## config.mk

```make
export PLATFORM = sky130hd
export DESIGN_NAME = ebcod_decoder
export DESIGN_NICKNAME = d
export VERILOG_FILES = /design/src/core/ebcod_decoder.v /design/src/core/ebcod_cycle_timer.v
export VERILOG_INCLUDE_DIRS = /design/src /design/src/core
export SDC_FILE = /design/constraint.sdc
export NUM_CORES = 1
export LEC_CHECK = 0
export BUFFER_PORTS_ARGS = -buffer_cell sky130_fd_sc_hd__buf_2
export CAP_MARGIN = 10
export CORE_ASPECT_RATIO = 0.9
export CORE_MARGIN = 2
export CORE_UTILIZATION = 55
export CTS_CLUSTER_DIAMETER = 150
export DETAILED_ROUTE_END_ITERATION = 10
export GPL_TIMING_DRIVEN = 0
export PLACE_DENSITY_LB_ADDON = 0.15
export SYNTH_ARGS = -nofsm -noshare
export SYNTH_HDL_FRONTEND = slang
export SYNTH_SLANG_ARGS = --single-unit
```

## constraint.sdc

```tcl
create_clock -name sys_clk_in -period 5.75 [get_ports sys_clk_in]
set_input_delay 0.575 -clock sys_clk_in [delete_from_list [all_inputs] [get_ports sys_clk_in]]
set_output_delay 0.575 -clock sys_clk_in [all_outputs]
set_load 0.03 [all_outputs]
```

## src/core/ebcod_consts.vh

```
`ifndef EBCOD_CONSTS_VH
`define EBCOD_CONSTS_VH

// Sequencer states
`define EBCOD_ST_OPC        2'h0
`define EBCOD_ST_OPD1       2'h1
`define EBCOD_ST_OPD2       2'h2
`define EBCOD_ST_EXEC       2'h3

// Reset value of the program counter
`define EBCOD_RESET_PC      16'h0000

// Instruction lengths and execution cycle counts
`define EBCOD_LEN1          2'h1
`define EBCOD_LEN2          2'h2
`define EBCOD_LEN3          2'h3
`define EBCOD_CYC1          3'h1
`define EBCOD_CYC2          3'h2
`define EBCOD_CYC4          3'h4

// Operation classes
`define EBCOD_CLS_NOP       5'h00
`define EBCOD_CLS_ADD       5'h01
`define EBCOD_CLS_ADD_CARRY 5'h02
`define EBCOD_CLS_SUB_BORROW 5'h03
`define EBCOD_CLS_INC       5'h04
`define EBCOD_CLS_DEC       5'h05
`define EBCOD_CLS_INC_DP16  5'h06
`define EBCOD_CLS_MULT      5'h07
`define EBCOD_CLS_DIVIDE    5'h08
`define EBCOD_CLS_DEC_ADJ   5'h09
`define EBCOD_CLS_AND       5'h0A
`define EBCOD_CLS_OR        5'h0B
`define EBCOD_CLS_XOR       5'h0C
`define EBCOD_CLS_CLEAR     5'h0D
`define EBCOD_CLS_COMPL     5'h0E
`define EBCOD_CLS_SWAP      5'h0F
`define EBCOD_CLS_ROTL      5'h10
`define EBCOD_CLS_ROTL_CARRY 5'h11
`define EBCOD_CLS_ROTR      5'h12
`define EBCOD_CLS_ROTR_CARRY 5'h13
`define EBCOD_CLS_MOVE      5'h14
`define EBCOD_CLS_CODE_RD   5'h15
`define EBCOD_CLS_LOAD_DP16 5'h16

// Operand sources
`define EBCOD_SRC_NONE      3'h0
`define EBCOD_SRC_ACC       3'h1
`define EBCOD_SRC_BANK      3'h2
`define EBCOD_SRC_DIR       3'h3
`define EBCOD_SRC_IMM       3'h4
`define EBCOD_SRC_IND       3'h5
`define EBCOD_SRC_IMM16     3'h6
`define EBCOD_SRC_CODE      3'h7

// Destinations
`define EBCOD_DST_NONE      3'h0
`define EBCOD_DST_ACC       3'h1
`define EBCOD_DST_BANK      3'h2
`define EBCOD_DST_DIR       3'h3
`define EBCOD_DST_IND       3'h4
`define EBCOD_DST_DP16      3'h5
`define EBCOD_DST_ACC_B     3'h6

// Opcodes; bank forms match eight codes, indirect forms two
`define EBCOD_OP_NOP        8'h00
`define EBCOD_OP_ADD_BANK   8'b0010_1???
`define EBCOD_OP_ADD_DIR    8'h25
`define EBCOD_OP_ADD_IND    8'b0010_011?
`define EBCOD_OP_ADD_IMM    8'h24
`define EBCOD_OP_ADWC_BANK  8'b0011_1???
`define EBCOD_OP_ADWC_DIR   8'h35
`define EBCOD_OP_ADWC_IND   8'b0011_011?
`define EBCOD_OP_ADWC_IMM   8'h34
`define EBCOD_OP_SBWB_BANK  8'b1001_1???
`define EBCOD_OP_SBWB_DIR   8'h95
`define EBCOD_OP_SBWB_IND   8'b1001_011?
`define EBCOD_OP_SBWB_IMM   8'h94
`define EBCOD_OP_INC_ACC    8'h04
`define EBCOD_OP_INC_BANK   8'b0000_1???
`define EBCOD_OP_INC_DIR    8'h05
`define EBCOD_OP_INC_IND    8'b0000_011?
`define EBCOD_OP_DEC_ACC    8'h14
`define EBCOD_OP_DEC_BANK   8'b0001_1???
`define EBCOD_OP_DEC_DIR    8'h15
`define EBCOD_OP_DEC_IND    8'b0001_011?
`define EBCOD_OP_INC_DP16   8'hA3
`define EBCOD_OP_MULT       8'hA4
`define EBCOD_OP_DIVIDE     8'h84
`define EBCOD_OP_DEC_ADJ    8'hD4
`define EBCOD_OP_AND_BANK   8'b0101_1???
`define EBCOD_OP_AND_DIR    8'h55
`define EBCOD_OP_AND_IND    8'b0101_011?
`define EBCOD_OP_AND_IMM    8'h54
`define EBCOD_OP_AND_TO_DIR 8'h52
`define EBCOD_OP_AND_IMM_DIR 8'h53
`define EBCOD_OP_OR_BANK    8'b0100_1???
`define EBCOD_OP_OR_DIR     8'h45
`define EBCOD_OP_OR_IND     8'b0100_011?
`define EBCOD_OP_OR_IMM     8'h44
`define EBCOD_OP_OR_TO_DIR  8'h42
`define EBCOD_OP_OR_IMM_DIR 8'h43
`define EBCOD_OP_XOR_DIR    8'h65
`define EBCOD_OP_XOR_IND    8'b0110_011?
`define EBCOD_OP_XOR_IMM    8'h64
`define EBCOD_OP_XOR_TO_DIR 8'h62
`define EBCOD_OP_XOR_IMM_DIR 8'h63
`define EBCOD_OP_CLEAR      8'hE4
`define EBCOD_OP_COMPL      8'hF4
`define EBCOD_OP_SWAP       8'hC4
`define EBCOD_OP_ROTL       8'h23
`define EBCOD_OP_ROTL_CARRY 8'h33
`define EBCOD_OP_ROTR       8'h03
`define EBCOD_OP_ROTR_CARRY 8'h13
`define EBCOD_OP_MOV_A_DIR  8'hE5
`define EBCOD_OP_MOV_A_IMM  8'h74
`define EBCOD_OP_MOV_BK_DIR 8'b1010_1???
`define EBCOD_OP_MOV_BK_IMM 8'b0111_1???
`define EBCOD_OP_MOV_DIR_A  8'hF5
`define EBCOD_OP_MOV_DIR_DIR 8'h85
`define EBCOD_OP_MOV_DIR_IND 8'b1000_011?
`define EBCOD_OP_MOV_DIR_IMM 8'h75
`define EBCOD_OP_MOV_IND_IMM 8'b0111_011?
`define EBCOD_OP_LOAD_DP16  8'h90
`define EBCOD_OP_CODE_RD    8'h93

`endif

```

## src/core/ebcod_decoder.v

```verilog
`timescale 1ns/1ps
`default_nettype none
`include "ebcod_consts.vh"

// What this block does
// - Decode add forms, bank/direct/immediate/indirect, one cycle
// - Decode add with carry forms, one cycle
// - Decode subtract with borrow forms, one cycle
// - Decode increment forms, one cycle
// - Decode decrement forms, one cycle
// - Code A3 increments data pointer, two cycles
// - Multiply A4 and divide 84, four cycles
// - Code D4 decimal adjusts accumulator, one cycle
// - Decode AND into accumulator, one cycle
// - AND into direct byte, 52 and 53
// - Decode OR into accumulator, one cycle
// - OR into direct byte, 42 and 43
// - Decode XOR into accumulator, direct/immediate/indirect, no bank form, one cycle
// - XOR into direct byte, 62 and 63
// - Clear, complement, nibble swap of accumulator
// - Four accumulator rotations, one cycle each
// - Load accumulator from direct or immediate
// - Bank load: direct two cycles, immediate one
// - Direct destination moves 85, 75, F5
// - Indirect to direct; immediate to indirect
// - Code 90 loads data pointer, three bytes
// - Code 93 reads code byte, two cycles
module ebcod_decoder #(
    parameter [15:0] RESET_PC = `EBCOD_RESET_PC
) (
    // Clock and reset
    input  wire        sys_clk_in,
    input  wire        resetn_in,
    // Program memory fetch
    output wire        code_rd_out,
    output wire [15:0] code_addr_out,
    input  wire        code_ack_in,
    input  wire [7:0]  code_data_in,
    // Decoded instruction
    output wire        instr_start_out,
    output wire        exec_active_out,
    output wire [7:0]  opcode_out,
    output wire [4:0]  op_class_out,
    output wire [2:0]  src_sel_out,
    output wire [2:0]  dst_sel_out,
    output wire [2:0]  bank_idx_out,
    output wire        ptr_idx_out,
    output wire [1:0]  instr_len_out,
    output wire [2:0]  exec_cycles_out,
    output wire [7:0]  operand1_out,
    output wire [7:0]  operand2_out,
    output wire        unknown_op_out
);

    reg [1:0]  state_reg;
    reg [1:0]  state_next;
    reg [15:0] pc_reg;
    reg [7:0]  opc_reg;
    reg [4:0]  cls_reg;
    reg [2:0]  src_reg;
    reg [2:0]  dst_reg;
    reg [1:0]  len_reg;
    reg [2:0]  cyc_reg;
    reg [2:0]  bank_reg;
    reg        ptr_reg;
    reg        unk_reg;
    reg [7:0]  opd1_reg;
    reg [7:0]  opd2_reg;
    reg        start_reg;
    reg [15:0] dw;
    reg        known;
    reg        take_exec;

    wire       byte_taken;
    wire       tmr_busy;
    wire       tmr_last;

    // Pack class, source, destination, length and cycles
    function [15:0] pack;
        input [4:0] cls;
        input [2:0] src;
        input [2:0] dst;
        input [1:0] len;
        input [2:0] cyc;
        begin
            pack = {cls, src, dst, len, cyc};
        end
    endfunction

    // Opcode table lookup on the fetched byte
    always @* begin
        known = 1'b1;
        dw = pack(`EBCOD_CLS_NOP, `EBCOD_SRC_NONE, `EBCOD_DST_NONE, `EBCOD_LEN1, `EBCOD_CYC1);
        casez (code_data_in)
            `EBCOD_OP_NOP: begin
                known = 1'b1;
            end
            `EBCOD_OP_ADD_BANK: dw = pack(`EBCOD_CLS_ADD, `EBCOD_SRC_BANK,
                `EBCOD_DST_ACC, `EBCOD_LEN1, `EBCOD_CYC1);
            `EBCOD_OP_ADD_DIR: dw = pack(`EBCOD_CLS_ADD, `EBCOD_SRC_DIR,
                `EBCOD_DST_ACC, `EBCOD_LEN2, `EBCOD_CYC1);
            `EBCOD_OP_ADD_IND: dw = pack(`EBCOD_CLS_ADD, `EBCOD_SRC_IND,
                `EBCOD_DST_ACC, `EBCOD_LEN1, `EBCOD_CYC1);
            `EBCOD_OP_ADD_IMM: dw = pack(`EBCOD_CLS_ADD, `EBCOD_SRC_IMM,
                `EBCOD_DST_ACC, `EBCOD_LEN2, `EBCOD_CYC1);
            `EBCOD_OP_ADWC_BANK: dw = pack(`EBCOD_CLS_ADD_CARRY, `EBCOD_SRC_BANK,
                `EBCOD_DST_ACC, `EBCOD_LEN1, `EBCOD_CYC1);
            `EBCOD_OP_ADWC_DIR: dw = pack(`EBCOD_CLS_ADD_CARRY, `EBCOD_SRC_DIR,
                `EBCOD_DST_ACC, `EBCOD_LEN2, `EBCOD_CYC1);
            `EBCOD_OP_ADWC_IND: dw = pack(`EBCOD_CLS_ADD_CARRY, `EBCOD_SRC_IND,
                `EBCOD_DST_ACC, `EBCOD_LEN1, `EBCOD_CYC1);
            `EBCOD_OP_ADWC_IMM: dw = pack(`EBCOD_CLS_ADD_CARRY, `EBCOD_SRC_IMM,
                `EBCOD_DST_ACC, `EBCOD_LEN2, `EBCOD_CYC1);
            `EBCOD_OP_SBWB_BANK: dw = pack(`EBCOD_CLS_SUB_BORROW, `EBCOD_SRC_BANK,
                `EBCOD_DST_ACC, `EBCOD_LEN1, `EBCOD_CYC1);
            `EBCOD_OP_SBWB_DIR: dw = pack(`EBCOD_CLS_SUB_BORROW, `EBCOD_SRC_DIR,
                `EBCOD_DST_ACC, `EBCOD_LEN2, `EBCOD_CYC1);
            `EBCOD_OP_SBWB_IND: dw = pack(`EBCOD_CLS_SUB_BORROW, `EBCOD_SRC_IND,
                `EBCOD_DST_ACC, `EBCOD_LEN1, `EBCOD_CYC1);
            `EBCOD_OP_SBWB_IMM: dw = pack(`EBCOD_CLS_SUB_BORROW, `EBCOD_SRC_IMM,
                `EBCOD_DST_ACC, `EBCOD_LEN2, `EBCOD_CYC1);
            `EBCOD_OP_INC_ACC: dw = pack(`EBCOD_CLS_INC, `EBCOD_SRC_ACC,
                `EBCOD_DST_ACC, `EBCOD_LEN1, `EBCOD_CYC1);
            `EBCOD_OP_INC_BANK: dw = pack(`EBCOD_CLS_INC, `EBCOD_SRC_BANK,
                `EBCOD_DST_BANK, `EBCOD_LEN1, `EBCOD_CYC1);
            `EBCOD_OP_INC_DIR: dw = pack(`EBCOD_CLS_INC, `EBCOD_SRC_DIR,
                `EBCOD_DST_DIR, `EBCOD_LEN2, `EBCOD_CYC1);
            `EBCOD_OP_INC_IND: dw = pack(`EBCOD_CLS_INC, `EBCOD_SRC_IND,
                `EBCOD_DST_IND, `EBCOD_LEN1, `EBCOD_CYC1);
            `EBCOD_OP_DEC_ACC: dw = pack(`EBCOD_CLS_DEC, `EBCOD_SRC_ACC,
                `EBCOD_DST_ACC, `EBCOD_LEN1, `EBCOD_CYC1);
            `EBCOD_OP_DEC_BANK: dw = pack(`EBCOD_CLS_DEC, `EBCOD_SRC_BANK,
                `EBCOD_DST_BANK, `EBCOD_LEN1, `EBCOD_CYC1);
            `EBCOD_OP_DEC_DIR: dw = pack(`EBCOD_CLS_DEC, `EBCOD_SRC_DIR,
                `EBCOD_DST_DIR, `EBCOD_LEN2, `EBCOD_CYC1);
            `EBCOD_OP_DEC_IND: dw = pack(`EBCOD_CLS_DEC, `EBCOD_SRC_IND,
                `EBCOD_DST_IND, `EBCOD_LEN1, `EBCOD_CYC1);
            `EBCOD_OP_INC_DP16: dw = pack(`EBCOD_CLS_INC_DP16, `EBCOD_SRC_NONE,
                `EBCOD_DST_DP16, `EBCOD_LEN1, `EBCOD_CYC2);
            `EBCOD_OP_MULT: dw = pack(`EBCOD_CLS_MULT, `EBCOD_SRC_ACC,
                `EBCOD_DST_ACC_B, `EBCOD_LEN1, `EBCOD_CYC4);
            `EBCOD_OP_DIVIDE: dw = pack(`EBCOD_CLS_DIVIDE, `EBCOD_SRC_ACC,
                `EBCOD_DST_ACC_B, `EBCOD_LEN1, `EBCOD_CYC4);
            `EBCOD_OP_DEC_ADJ: dw = pack(`EBCOD_CLS_DEC_ADJ, `EBCOD_SRC_ACC,
                `EBCOD_DST_ACC, `EBCOD_LEN1, `EBCOD_CYC1);
            `EBCOD_OP_AND_BANK: dw = pack(`EBCOD_CLS_AND, `EBCOD_SRC_BANK,
                `EBCOD_DST_ACC, `EBCOD_LEN1, `EBCOD_CYC1);
            `EBCOD_OP_AND_DIR: dw = pack(`EBCOD_CLS_AND, `EBCOD_SRC_DIR,
                `EBCOD_DST_ACC, `EBCOD_LEN2, `EBCOD_CYC1);
            `EBCOD_OP_AND_IND: dw = pack(`EBCOD_CLS_AND, `EBCOD_SRC_IND,
                `EBCOD_DST_ACC, `EBCOD_LEN1, `EBCOD_CYC1);
            `EBCOD_OP_AND_IMM: dw = pack(`EBCOD_CLS_AND, `EBCOD_SRC_IMM,
                `EBCOD_DST_ACC, `EBCOD_LEN2, `EBCOD_CYC1);
            `EBCOD_OP_AND_TO_DIR: dw = pack(`EBCOD_CLS_AND, `EBCOD_SRC_ACC,
                `EBCOD_DST_DIR, `EBCOD_LEN2, `EBCOD_CYC1);
            `EBCOD_OP_AND_IMM_DIR: dw = pack(`EBCOD_CLS_AND, `EBCOD_SRC_IMM,
                `EBCOD_DST_DIR, `EBCOD_LEN3, `EBCOD_CYC2);
            `EBCOD_OP_OR_BANK: dw = pack(`EBCOD_CLS_OR, `EBCOD_SRC_BANK,
                `EBCOD_DST_ACC, `EBCOD_LEN1, `EBCOD_CYC1);
            `EBCOD_OP_OR_DIR: dw = pack(`EBCOD_CLS_OR, `EBCOD_SRC_DIR,
                `EBCOD_DST_ACC, `EBCOD_LEN2, `EBCOD_CYC1);
            `EBCOD_OP_OR_IND: dw = pack(`EBCOD_CLS_OR, `EBCOD_SRC_IND,
                `EBCOD_DST_ACC, `EBCOD_LEN1, `EBCOD_CYC1);
            `EBCOD_OP_OR_IMM: dw = pack(`EBCOD_CLS_OR, `EBCOD_SRC_IMM,
                `EBCOD_DST_ACC, `EBCOD_LEN2, `EBCOD_CYC1);
            `EBCOD_OP_OR_TO_DIR: dw = pack(`EBCOD_CLS_OR, `EBCOD_SRC_ACC,
                `EBCOD_DST_DIR, `EBCOD_LEN2, `EBCOD_CYC1);
            `EBCOD_OP_OR_IMM_DIR: dw = pack(`EBCOD_CLS_OR, `EBCOD_SRC_IMM,
                `EBCOD_DST_DIR, `EBCOD_LEN3, `EBCOD_CYC2);
            `EBCOD_OP_XOR_DIR: dw = pack(`EBCOD_CLS_XOR, `EBCOD_SRC_DIR,
                `EBCOD_DST_ACC, `EBCOD_LEN2, `EBCOD_CYC1);
            `EBCOD_OP_XOR_IND: dw = pack(`EBCOD_CLS_XOR, `EBCOD_SRC_IND,
                `EBCOD_DST_ACC, `EBCOD_LEN1, `EBCOD_CYC1);
            `EBCOD_OP_XOR_IMM: dw = pack(`EBCOD_CLS_XOR, `EBCOD_SRC_IMM,
                `EBCOD_DST_ACC, `EBCOD_LEN2, `EBCOD_CYC1);
            `EBCOD_OP_XOR_TO_DIR: dw = pack(`EBCOD_CLS_XOR, `EBCOD_SRC_ACC,
                `EBCOD_DST_DIR, `EBCOD_LEN2, `EBCOD_CYC1);
            `EBCOD_OP_XOR_IMM_DIR: dw = pack(`EBCOD_CLS_XOR, `EBCOD_SRC_IMM,
                `EBCOD_DST_DIR, `EBCOD_LEN3, `EBCOD_CYC2);
            `EBCOD_OP_CLEAR: dw = pack(`EBCOD_CLS_CLEAR, `EBCOD_SRC_NONE,
                `EBCOD_DST_ACC, `EBCOD_LEN1, `EBCOD_CYC1);
            `EBCOD_OP_COMPL: dw = pack(`EBCOD_CLS_COMPL, `EBCOD_SRC_ACC,
                `EBCOD_DST_ACC, `EBCOD_LEN1, `EBCOD_CYC1);
            `EBCOD_OP_SWAP: dw = pack(`EBCOD_CLS_SWAP, `EBCOD_SRC_ACC,
                `EBCOD_DST_ACC, `EBCOD_LEN1, `EBCOD_CYC1);
            `EBCOD_OP_ROTL: dw = pack(`EBCOD_CLS_ROTL, `EBCOD_SRC_ACC,
                `EBCOD_DST_ACC, `EBCOD_LEN1, `EBCOD_CYC1);
            `EBCOD_OP_ROTL_CARRY: dw = pack(`EBCOD_CLS_ROTL_CARRY, `EBCOD_SRC_ACC,
                `EBCOD_DST_ACC, `EBCOD_LEN1, `EBCOD_CYC1);
            `EBCOD_OP_ROTR: dw = pack(`EBCOD_CLS_ROTR, `EBCOD_SRC_ACC,
                `EBCOD_DST_ACC, `EBCOD_LEN1, `EBCOD_CYC1);
            `EBCOD_OP_ROTR_CARRY: dw = pack(`EBCOD_CLS_ROTR_CARRY, `EBCOD_SRC_ACC,
                `EBCOD_DST_ACC, `EBCOD_LEN1, `EBCOD_CYC1);
            `EBCOD_OP_MOV_A_DIR: dw = pack(`EBCOD_CLS_MOVE, `EBCOD_SRC_DIR,
                `EBCOD_DST_ACC, `EBCOD_LEN2, `EBCOD_CYC1);
            `EBCOD_OP_MOV_A_IMM: dw = pack(`EBCOD_CLS_MOVE, `EBCOD_SRC_IMM,
                `EBCOD_DST_ACC, `EBCOD_LEN2, `EBCOD_CYC1);
            `EBCOD_OP_MOV_BK_DIR: dw = pack(`EBCOD_CLS_MOVE, `EBCOD_SRC_DIR,
                `EBCOD_DST_BANK, `EBCOD_LEN2, `EBCOD_CYC2);
            `EBCOD_OP_MOV_BK_IMM: dw = pack(`EBCOD_CLS_MOVE, `EBCOD_SRC_IMM,
                `EBCOD_DST_BANK, `EBCOD_LEN2, `EBCOD_CYC1);
            `EBCOD_OP_MOV_DIR_DIR: dw = pack(`EBCOD_CLS_MOVE, `EBCOD_SRC_DIR,
                `EBCOD_DST_DIR, `EBCOD_LEN3, `EBCOD_CYC2);
            `EBCOD_OP_MOV_DIR_IMM: dw = pack(`EBCOD_CLS_MOVE, `EBCOD_SRC_IMM,
                `EBCOD_DST_DIR, `EBCOD_LEN3, `EBCOD_CYC2);
            `EBCOD_OP_MOV_DIR_A: dw = pack(`EBCOD_CLS_MOVE, `EBCOD_SRC_ACC,
                `EBCOD_DST_DIR, `EBCOD_LEN2, `EBCOD_CYC1);
            `EBCOD_OP_MOV_DIR_IND: dw = pack(`EBCOD_CLS_MOVE, `EBCOD_SRC_IND,
                `EBCOD_DST_DIR, `EBCOD_LEN2, `EBCOD_CYC2);
            `EBCOD_OP_MOV_IND_IMM: dw = pack(`EBCOD_CLS_MOVE, `EBCOD_SRC_IMM,
                `EBCOD_DST_IND, `EBCOD_LEN2, `EBCOD_CYC1);
            `EBCOD_OP_LOAD_DP16: dw = pack(`EBCOD_CLS_LOAD_DP16, `EBCOD_SRC_IMM16,
                `EBCOD_DST_DP16, `EBCOD_LEN3, `EBCOD_CYC2);
            `EBCOD_OP_CODE_RD: dw = pack(`EBCOD_CLS_CODE_RD, `EBCOD_SRC_CODE,
                `EBCOD_DST_ACC, `EBCOD_LEN1, `EBCOD_CYC2);
            default: begin
                known = 1'b0;
            end
        endcase
    end

    // A byte is taken whenever a fetch is asked for and acknowledged
    assign byte_taken = code_rd_out && code_ack_in;

    // Sequencer: opcode, operand bytes, then execution cycles
    always @* begin
        state_next = state_reg;
        take_exec = 1'b0;
        case (state_reg)
            `EBCOD_ST_OPC: begin
                if (byte_taken) begin
                    if (dw[4:3] == `EBCOD_LEN1) begin
                        state_next = `EBCOD_ST_EXEC;
                        take_exec = 1'b1;
                    end else begin
                        state_next = `EBCOD_ST_OPD1;
                    end
                end
            end
            `EBCOD_ST_OPD1: begin
                if (byte_taken) begin
                    if (len_reg == `EBCOD_LEN3) begin
                        state_next = `EBCOD_ST_OPD2;
                    end else begin
                        state_next = `EBCOD_ST_EXEC;
                        take_exec = 1'b1;
                    end
                end
            end
            `EBCOD_ST_OPD2: begin
                if (byte_taken) begin
                    state_next = `EBCOD_ST_EXEC;
                    take_exec = 1'b1;
                end
            end
            `EBCOD_ST_EXEC: begin
                if (tmr_last) begin
                    state_next = `EBCOD_ST_OPC;
                end
            end
            default: begin
                state_next = `EBCOD_ST_OPC;
            end
        endcase
    end

    // State, program counter and start strobe
    always @(posedge sys_clk_in or negedge resetn_in) begin
        if (!resetn_in) begin
            state_reg <= `EBCOD_ST_OPC;
            pc_reg    <= RESET_PC;
            start_reg <= 1'b0;
        end else begin
            state_reg <= state_next;
            start_reg <= take_exec;
            if (byte_taken) begin
                pc_reg <= pc_reg + 16'h0001;
            end
        end
    end

    // Latch decoded fields on the opcode byte
    always @(posedge sys_clk_in or negedge resetn_in) begin
        if (!resetn_in) begin
            opc_reg  <= 8'h00;
            cls_reg  <= `EBCOD_CLS_NOP;
            src_reg  <= `EBCOD_SRC_NONE;
            dst_reg  <= `EBCOD_DST_NONE;
            len_reg  <= `EBCOD_LEN1;
            cyc_reg  <= `EBCOD_CYC1;
            bank_reg <= 3'h0;
            ptr_reg  <= 1'b0;
            unk_reg  <= 1'b0;
        end else if (byte_taken && state_reg == `EBCOD_ST_OPC) begin
            opc_reg  <= code_data_in;
            cls_reg  <= dw[15:11];
            src_reg  <= dw[10:8];
            dst_reg  <= dw[7:5];
            len_reg  <= dw[4:3];
            cyc_reg  <= dw[2:0];
            bank_reg <= code_data_in[2:0];
            ptr_reg  <= code_data_in[0];
            unk_reg  <= ~known;
        end
    end

    // Operand bytes in fetch order
    always @(posedge sys_clk_in or negedge resetn_in) begin
        if (!resetn_in) begin
            opd1_reg <= 8'h00;
            opd2_reg <= 8'h00;
        end else if (byte_taken) begin
            if (state_reg == `EBCOD_ST_OPC) begin
                opd1_reg <= 8'h00;
                opd2_reg <= 8'h00;
            end else if (state_reg == `EBCOD_ST_OPD1) begin
                opd1_reg <= code_data_in;
            end else begin
                opd2_reg <= code_data_in;
            end
        end
    end

    // Holds the execution phase for the decoded cycle count
    ebcod_cycle_timer #(
        .CW (3)
    ) u_timer (
        .sys_clk_in (sys_clk_in),
        .resetn_in  (resetn_in),
        .load_in    (take_exec),
        .count_in   (state_reg == `EBCOD_ST_OPC ? dw[2:0] : cyc_reg),
        .busy_out   (tmr_busy),
        .last_out   (tmr_last)
    );

    // Outputs
    assign code_rd_out     = (state_reg != `EBCOD_ST_EXEC);
    assign code_addr_out   = pc_reg;
    assign instr_start_out = start_reg;
    assign exec_active_out = tmr_busy;
    assign opcode_out      = opc_reg;
    assign op_class_out    = cls_reg;
    assign src_sel_out     = src_reg;
    assign dst_sel_out     = dst_reg;
    assign bank_idx_out    = bank_reg;
    assign ptr_idx_out     = ptr_reg;
    assign instr_len_out   = len_reg;
    assign exec_cycles_out = cyc_reg;
    assign operand1_out    = opd1_reg;
    assign operand2_out    = opd2_reg;
    assign unknown_op_out  = unk_reg;

endmodule

`default_nettype wire

```

## src/core/ebcod_cycle_timer.v

```verilog
`timescale 1ns/1ps
`default_nettype none

module ebcod_cycle_timer #(
    parameter CW = 3
) (
    // Clock and reset
    input  wire          sys_clk_in,
    input  wire          resetn_in,
    // Load request
    input  wire          load_in,
    input  wire [CW-1:0] count_in,
    // Status
    output wire          busy_out,
    output wire          last_out
);

    reg [CW-1:0] cnt_reg;
    reg [CW-1:0] cnt_next;

    // Load or count down to zero
    always @* begin
        cnt_next = cnt_reg;
        if (load_in) begin
            cnt_next = count_in;
        end else if (cnt_reg != {CW{1'b0}}) begin
            cnt_next = cnt_reg - {{(CW-1){1'b0}}, 1'b1};
        end
    end

    always @(posedge sys_clk_in or negedge resetn_in) begin
        if (!resetn_in) begin
            cnt_reg <= {CW{1'b0}};
        end else begin
            cnt_reg <= cnt_next;
        end
    end

    // High for exactly the loaded number of cycles
    assign busy_out = (cnt_reg != {CW{1'b0}});
    assign last_out = (cnt_reg == {{(CW-1){1'b0}}, 1'b1});

endmodule

`default_nettype wire

```

### Word-level counts from Yosys, hierarchy flattened

Index checks and enable logic that the tools add are counted.

* register bits after elaboration: 67
* word-level logic and storage cells: 122
* input port bits: 11
* output and inout bits: 64

* add/sub/neg operators: 2
* eq/ne operators: 71
* reductions and logical operators: 11
* mux-type cells: 22
* bitwise gates (word level): 1

Operators by type and width (count)
* case mux 16 bit (59 select lines): 1
* equality test 8 x 7 -> 1 bit, second input constant: 14
* equality test 8 bit, second input constant: 14
* OR reduction 60 bit: 1
* equality test 8 x 6 -> 1 bit, second input constant: 6
* two-way mux 8 bit: 4
* equality test 7 x 6 -> 1 bit, second input constant: 4
* equality test 8 x 5 -> 1 bit, second input constant: 3
* adder 16 x 1 -> 16 bit, second input constant: 1
* equality test 8 x 3 -> 1 bit, second input constant: 2
* equality test 5 x 4 -> 1 bit, second input constant: 3
* equality test 7 x 5 -> 1 bit, second input constant: 2
* equality test 7 bit, second input constant: 2
* != test 2 bit, second input constant: 6
* equality test 5 x 3 -> 1 bit, second input constant: 2
* equality test 5 bit, second input constant: 2
* two-way mux 2 bit: 5
* two-way mux 3 bit: 3
* equality test 8 x 2 -> 1 bit, second input constant: 1
* zero test 8 bit: 1
* case mux 2 bit (4 select lines): 1
* equality test 7 x 2 -> 1 bit, second input constant: 1
* equality test 7 x 4 -> 1 bit, second input constant: 1
* two-way mux 1 bit: 7
* 14 further kinds: 20

### Longest topological paths before layout

* depth after elaboration: 7
* depth in mapped cells: 10
* depth with buffers taken out: 7

### Modules after synthesis

Synthesis repeated with hierarchy kept, for this count alone.

* cells, all modules: 548
* area total of the unflattened synthesis: 4431.8 sq um

Modules (own cells, without submodules)
* ebcod_decoder: times used 1, area an instance 4212.8 sq um, cells an instance 526, sequential area each 1503.9 sq um
* ebcod_cycle_timer: times used 1, area an instance 219.0 sq um, cells an instance 22, sequential area each 75.1 sq um

### Worst setup path before layout

No wires, ideal clock.

* path kind: input to register
* start: input port code_data_in[0]
* end: register u_timer.cnt_reg[0]
* arrival: 2.265 ns
* path buffers: 2
* data required time: 5.627 ns
* setup time: 0.123 ns
* stages on the path: 8
* slack: 3.361 ns
* path through: buf_2 -> or4b_1 -> buf_2 -> a211oi_2 -> nor4_2 -> nor4b_4 -> and4b_4 -> o21ai_2

* cells in the longest elaborated chain, start to end: 7
* elaborated cells on any way between the ends: 48
* classes of those cells: eq/ne: 41; mux: 6; reduce/logical: 1

Ends and longest elaborated chain
* start: declaration: line ebcod_decoder.v:38 `input wire [7:0] code_data_in,`
* equality test 8 bit, or another cell as far along: line ebcod_decoder.v:94 `casez (code_data_in)`
* case mux 16 bit (59 select lines) (*): line ebcod_decoder.v:94
* equality test 2 x 1 -> 1 bit (no line)
* two-way mux 1 bit: line ebcod_decoder.v:232 `` if (dw[4:3] == `EBCOD_LEN1) begin ``
* two-way mux 1 bit: line ebcod_decoder.v:231 `if (byte_taken) begin`
* case mux 1 bit (3 select lines): line ebcod_decoder.v:229 `case (state_reg)`
* two-way mux 3 bit or nonzero test 2 bit (tied branches)
* end signal: assignment: line ebcod_cycle_timer.v:33 `cnt_reg <= {CW{1'b0}};`
* end signal: assignment: line ebcod_cycle_timer.v:35 `cnt_reg <= cnt_next;`
* end: declaration: line ebcod_cycle_timer.v:18 `reg [CW-1:0] cnt_reg;`

Every way passes the cells marked *; elsewhere a longest branch is shown, timed or not.
A chain may end at the register's enable or synchronous reset.

### Worst setup path after layout

* start: input port code_data_in[4]
* end: register u_timer.cnt_reg[0]

* cells in the longest elaborated chain, start to end: 7
* elaborated cells on any way between the ends: 67
* classes of those cells: eq/ne: 60; mux: 6; reduce/logical: 1

Ends and longest elaborated chain (line)
* equality test 8 bit, or another cell as far along: ebcod_decoder.v:94
* case mux 16 bit (59 select lines) (*): ebcod_decoder.v:94
* equality test 2 x 1 -> 1 bit (no line)
* two-way mux 1 bit: ebcod_decoder.v:232
* two-way mux 1 bit: ebcod_decoder.v:231
* case mux 1 bit (3 select lines): ebcod_decoder.v:229
* two-way mux 3 bit or nonzero test 2 bit (tied branches)

Marks and branches as above.

==> flow_metrics.py <==
metrics = {
    "run_status": {
        "outcome": "completed",
    },
    "timing": {
        "finalHoldViolCount": 0,
        "max_slew_margin": 0.4416,
        "fin_worst_skew_ns": 0.009436,
        "tightest_slew_ns": 0.8312,
        "fin_tns_setup_ns": 0,
        "finalSetupViolCount": 0,
        "period_needed_ns": 2.920,
        "max_freq_mhz": 342.5,
        "rsz0062_at_grt": "false",
        "fin_crit_sh": 0.5078,
        "drv_slew": 0,
        "worst_slack_ns": 2.830,
    },
    "setup_path": {
        "path_class": "input pin to flop",
        "r2r_slack_ns": 3.03,
        "worst_setup_path_start_kind": "input pin",
        "ff2ff_path_depth": 7,
        "reg2reg_from": "state_reg[1]$_DFFE_PN0P_",
        "cp-endpoint": "u_timer.cnt_reg[0]$_DFFE_PN0P_",
        "crit_arrival_ns": 3.16,
        "crit_start": "code_data_in[4]",
        "critPathCaptureType": "flop",
        "reg2reg_to": "dst_sel_out[0]$_DFFE_PN0P_",
        "required_ns": 5.99,
        "critPathMaxFanout": 10,
    },
    "grt": {
        "grt-ovfl-total": 0,
        "antenna_found_initial": 0,
        "grt_pass1_wl_mm": 23.34,
        "grt.total_usage": 0.3492,
        "grt_max_degree": 44,
        "first_global_vias": 4222,
    },
    "die": {
        "die_w_microns": 99.02,
        "core_sq_um": 7951,
        "initial_core_util": 0.5621,
        "die-area_sq_um": 8864,
        "rows": 31,
        "pin_count": 75,
        "die_h_microns": 89.52,
    },
    "route": {
        "wl_mm": 15.55,
        "wl_per_cell_microns": 21.50,
        "vias_per_cell": 6.456,
        "remaining_drc_errors": 0,
        "detailroute.wirelength.met2_mm": 6.623,
        "dr.first_iter.drc_count": 667,
        "wl_met1_mm": 6.332,
        "vias": 4668,
        "ant_nets": 0,
        "dr_wl_met3_mm": 1.875,
        "dr.pass1.iters": 6,
        "routed.top_layer": "met4",
    },
    "placed_design": {
        "dp_hpwl_mm": 11.60,
        "place_area_sq_um": 4979,
        "routabilityCongestion": 1.120,
        "numPortBuffers": 73,
        "pre_cts_ws_ns": 2.651,
    },
    "cts": {
        "cts-hold-fix-buffers": 0,
        "cts_htree_levels": 3,
        "ctsResizeCount": 0,
        "post_cts_buffers": 0,
        "clk_pin_slew_ns": 0.08,
        "cts_buffer_depth": 2,
        "clockRootBuffer": "clkbuf_8",
        "cts_tree": "yes",
        "insertion_delay_ns": 0.35,
        "numCtsBuffers": 9,
        "cts_sinks": 63,
    },
    "power_and_ir_drop": {
        "leakage_nw": 2.371,
        "irDropWorstVdd_v": 0.0003272,
        "p_per_area_nw_per_um2": 447.6,
    },
    "finish": {
        "final_nets": 639,
        "area.growth.synth_to_final_pct": 16.46,
        "final_cell_mix": "buf_2, nand2_1, dfrtp_1, o21ai_0, nor2_1",
        "layout-drive-gt1-share": 0.2276,
        "final_common_cell": "buf_2",
        "fin_area_sq_um": 5205,
        "largest_reg_flops": 16,
        "diodes": 0,
    },
    "synth": {
        "syn_area_sq_um": 4469,
        "ys_seq_area_frac": 0.3533,
        "ys_async_sr_fraction": 1.000,
        "yosys_warnings": 0,
        "synth_cells": 534,
        "synth.avg_cell_area_sq_um": 8.369,
        "synth_top_flop_cell": "dfrtp_1",
        "synth_nets": 554,
        "synth-edff-count": 0,
        "synth.distinct_cells": 81,
        "ys_ff_latch": 63,
    },
    "job": {
        "cap_violations": 0,
    },
    "hold_path": {
        "hold_class": "input pin to asynchronous set/reset pin",
    },
}
[layer usage]
layer  vias up  GRT usage
met5         -          0
met4         0     0.1793
met3        77     0.1290
met2       346     0.5203
met1      2157     0.4485
li1       2088          -
[logic make-up (layout without fill, tap and decap cells)]
group | after synthesis | count (layout) | synth area share
and+or+nand+nor | 243 | 243 | 0.2937
AOI/OAI and AO/OA | 135 | 135 | 0.2083
DFF | 63 | 63 | 0.3533
buffers and inverters | 57 | 147 | 0.06523
xor gates and xnor gates | 23 | 23 | 0.04507
adders and majority gates | 9 | 9 | 0.02520
muxes | 4 | 4 | 0.009239
[per-stage QoR]
stage	util	hold slack, ns	std cells	power [W]
4_1_cts	0.6546	0.1685	723	0.002330
3_3_place_gp	0.6236	0.4503	706	0.001837
2_1_floorplan	-	0.2794	534	0.001541
3_5_place_dp	0.6261	0.4642	707	0.001885
6_report	0.6546	0.1581	723	0.002330
5_1_grt	0.6546	0.1918	723	0.002460
[report_power, final]
| part | leakage, nW | internal, W | switching, W |
|---|---|---|---|
| Sequential | 0.791 | 0.000620 | 0.000114 |
| Combinational | 1.47 | 0.000372 | 0.000778 |
| Clock | 0.111 | 0.000249 | 0.000196 |
| Total | 2.37 | 0.00124 | 0.00109 |
[synth_stat cells (3+ instances only)]
master | count | area (sq um)
nor3_1 | 16 | 80.08
o211ai_1 | 3 | 22.52
nand2_1 | 82 | 307.8
nor2b_1 | 9 | 56.30
clkbuf_1 | 15 | 56.30
o21ai_0 | 48 | 240.2
nor2_1 | 39 | 146.4
nand4_1 | 7 | 43.79
nor3b_1 | 4 | 30.03
buf_2 | 17 | 85.08
a211oi_1 | 3 | 22.52
buf_4 | 11 | 82.58
a31oi_1 | 10 | 62.56
mux2i_1 | 3 | 30.03
o31ai_1 | 5 | 37.54
o32a_1 | 4 | 40.04
xnor2_1 | 15 | 131.4
nand2b_1 | 20 | 125.1
nand3_1 | 14 | 70.07
ha_1 | 9 | 112.6
and3_1 | 9 | 56.30
nor4_1 | 8 | 50.05
xor2_1 | 8 | 70.07
dfrtp_1 | 61 | 1526
inv_1 | 11 | 41.29
a32o_1 | 4 | 40.04
and2_1 | 3 | 18.77
a21oi_1 | 20 | 100.1
[critical path: stages]
cell       delay (ns)
buf_2            0.08
buf_2            0.19
buf_2            0.26
buf_2            0.31
o21ai_0          0.14
a32oi_1          0.39
o2111ai_1        0.27
nor3_1           0.49
and4b_4          0.37
o21ai_2          0.07
[how the worst min path moves through the flow]
stage                                        from                            end
floorplan                               resetn_in   code_addr_out[0]$_DFFE_PN0P_
global placement    code_addr_out[15]$_DFFE_PN0P_  code_addr_out[15]$_DFFE_PN0P_
detailed placement    operand2_out[6]$_DFFE_PN0P_    operand2_out[6]$_DFFE_PN0P_
CTS                                     resetn_in    operand1_out[1]$_DFFE_PN0P_
global route                            resetn_in    operand1_out[1]$_DFFE_PN0P_
finish                                  resetn_in    operand1_out[1]$_DFFE_PN0P_
[layout make-up]
cell class	instances	area (sq um)
repair buffers	74	385.4
inverters	11	41.29
clock inverters	7	102.6
flip-flops and latches	63	1579
multi-input cells	414	2599
plain buffers	46	250.2
fillers	696	2746
well taps	99	123.9
clock buffers	9	123.9
No activity file was read; power rests on OpenSTA's default activity.
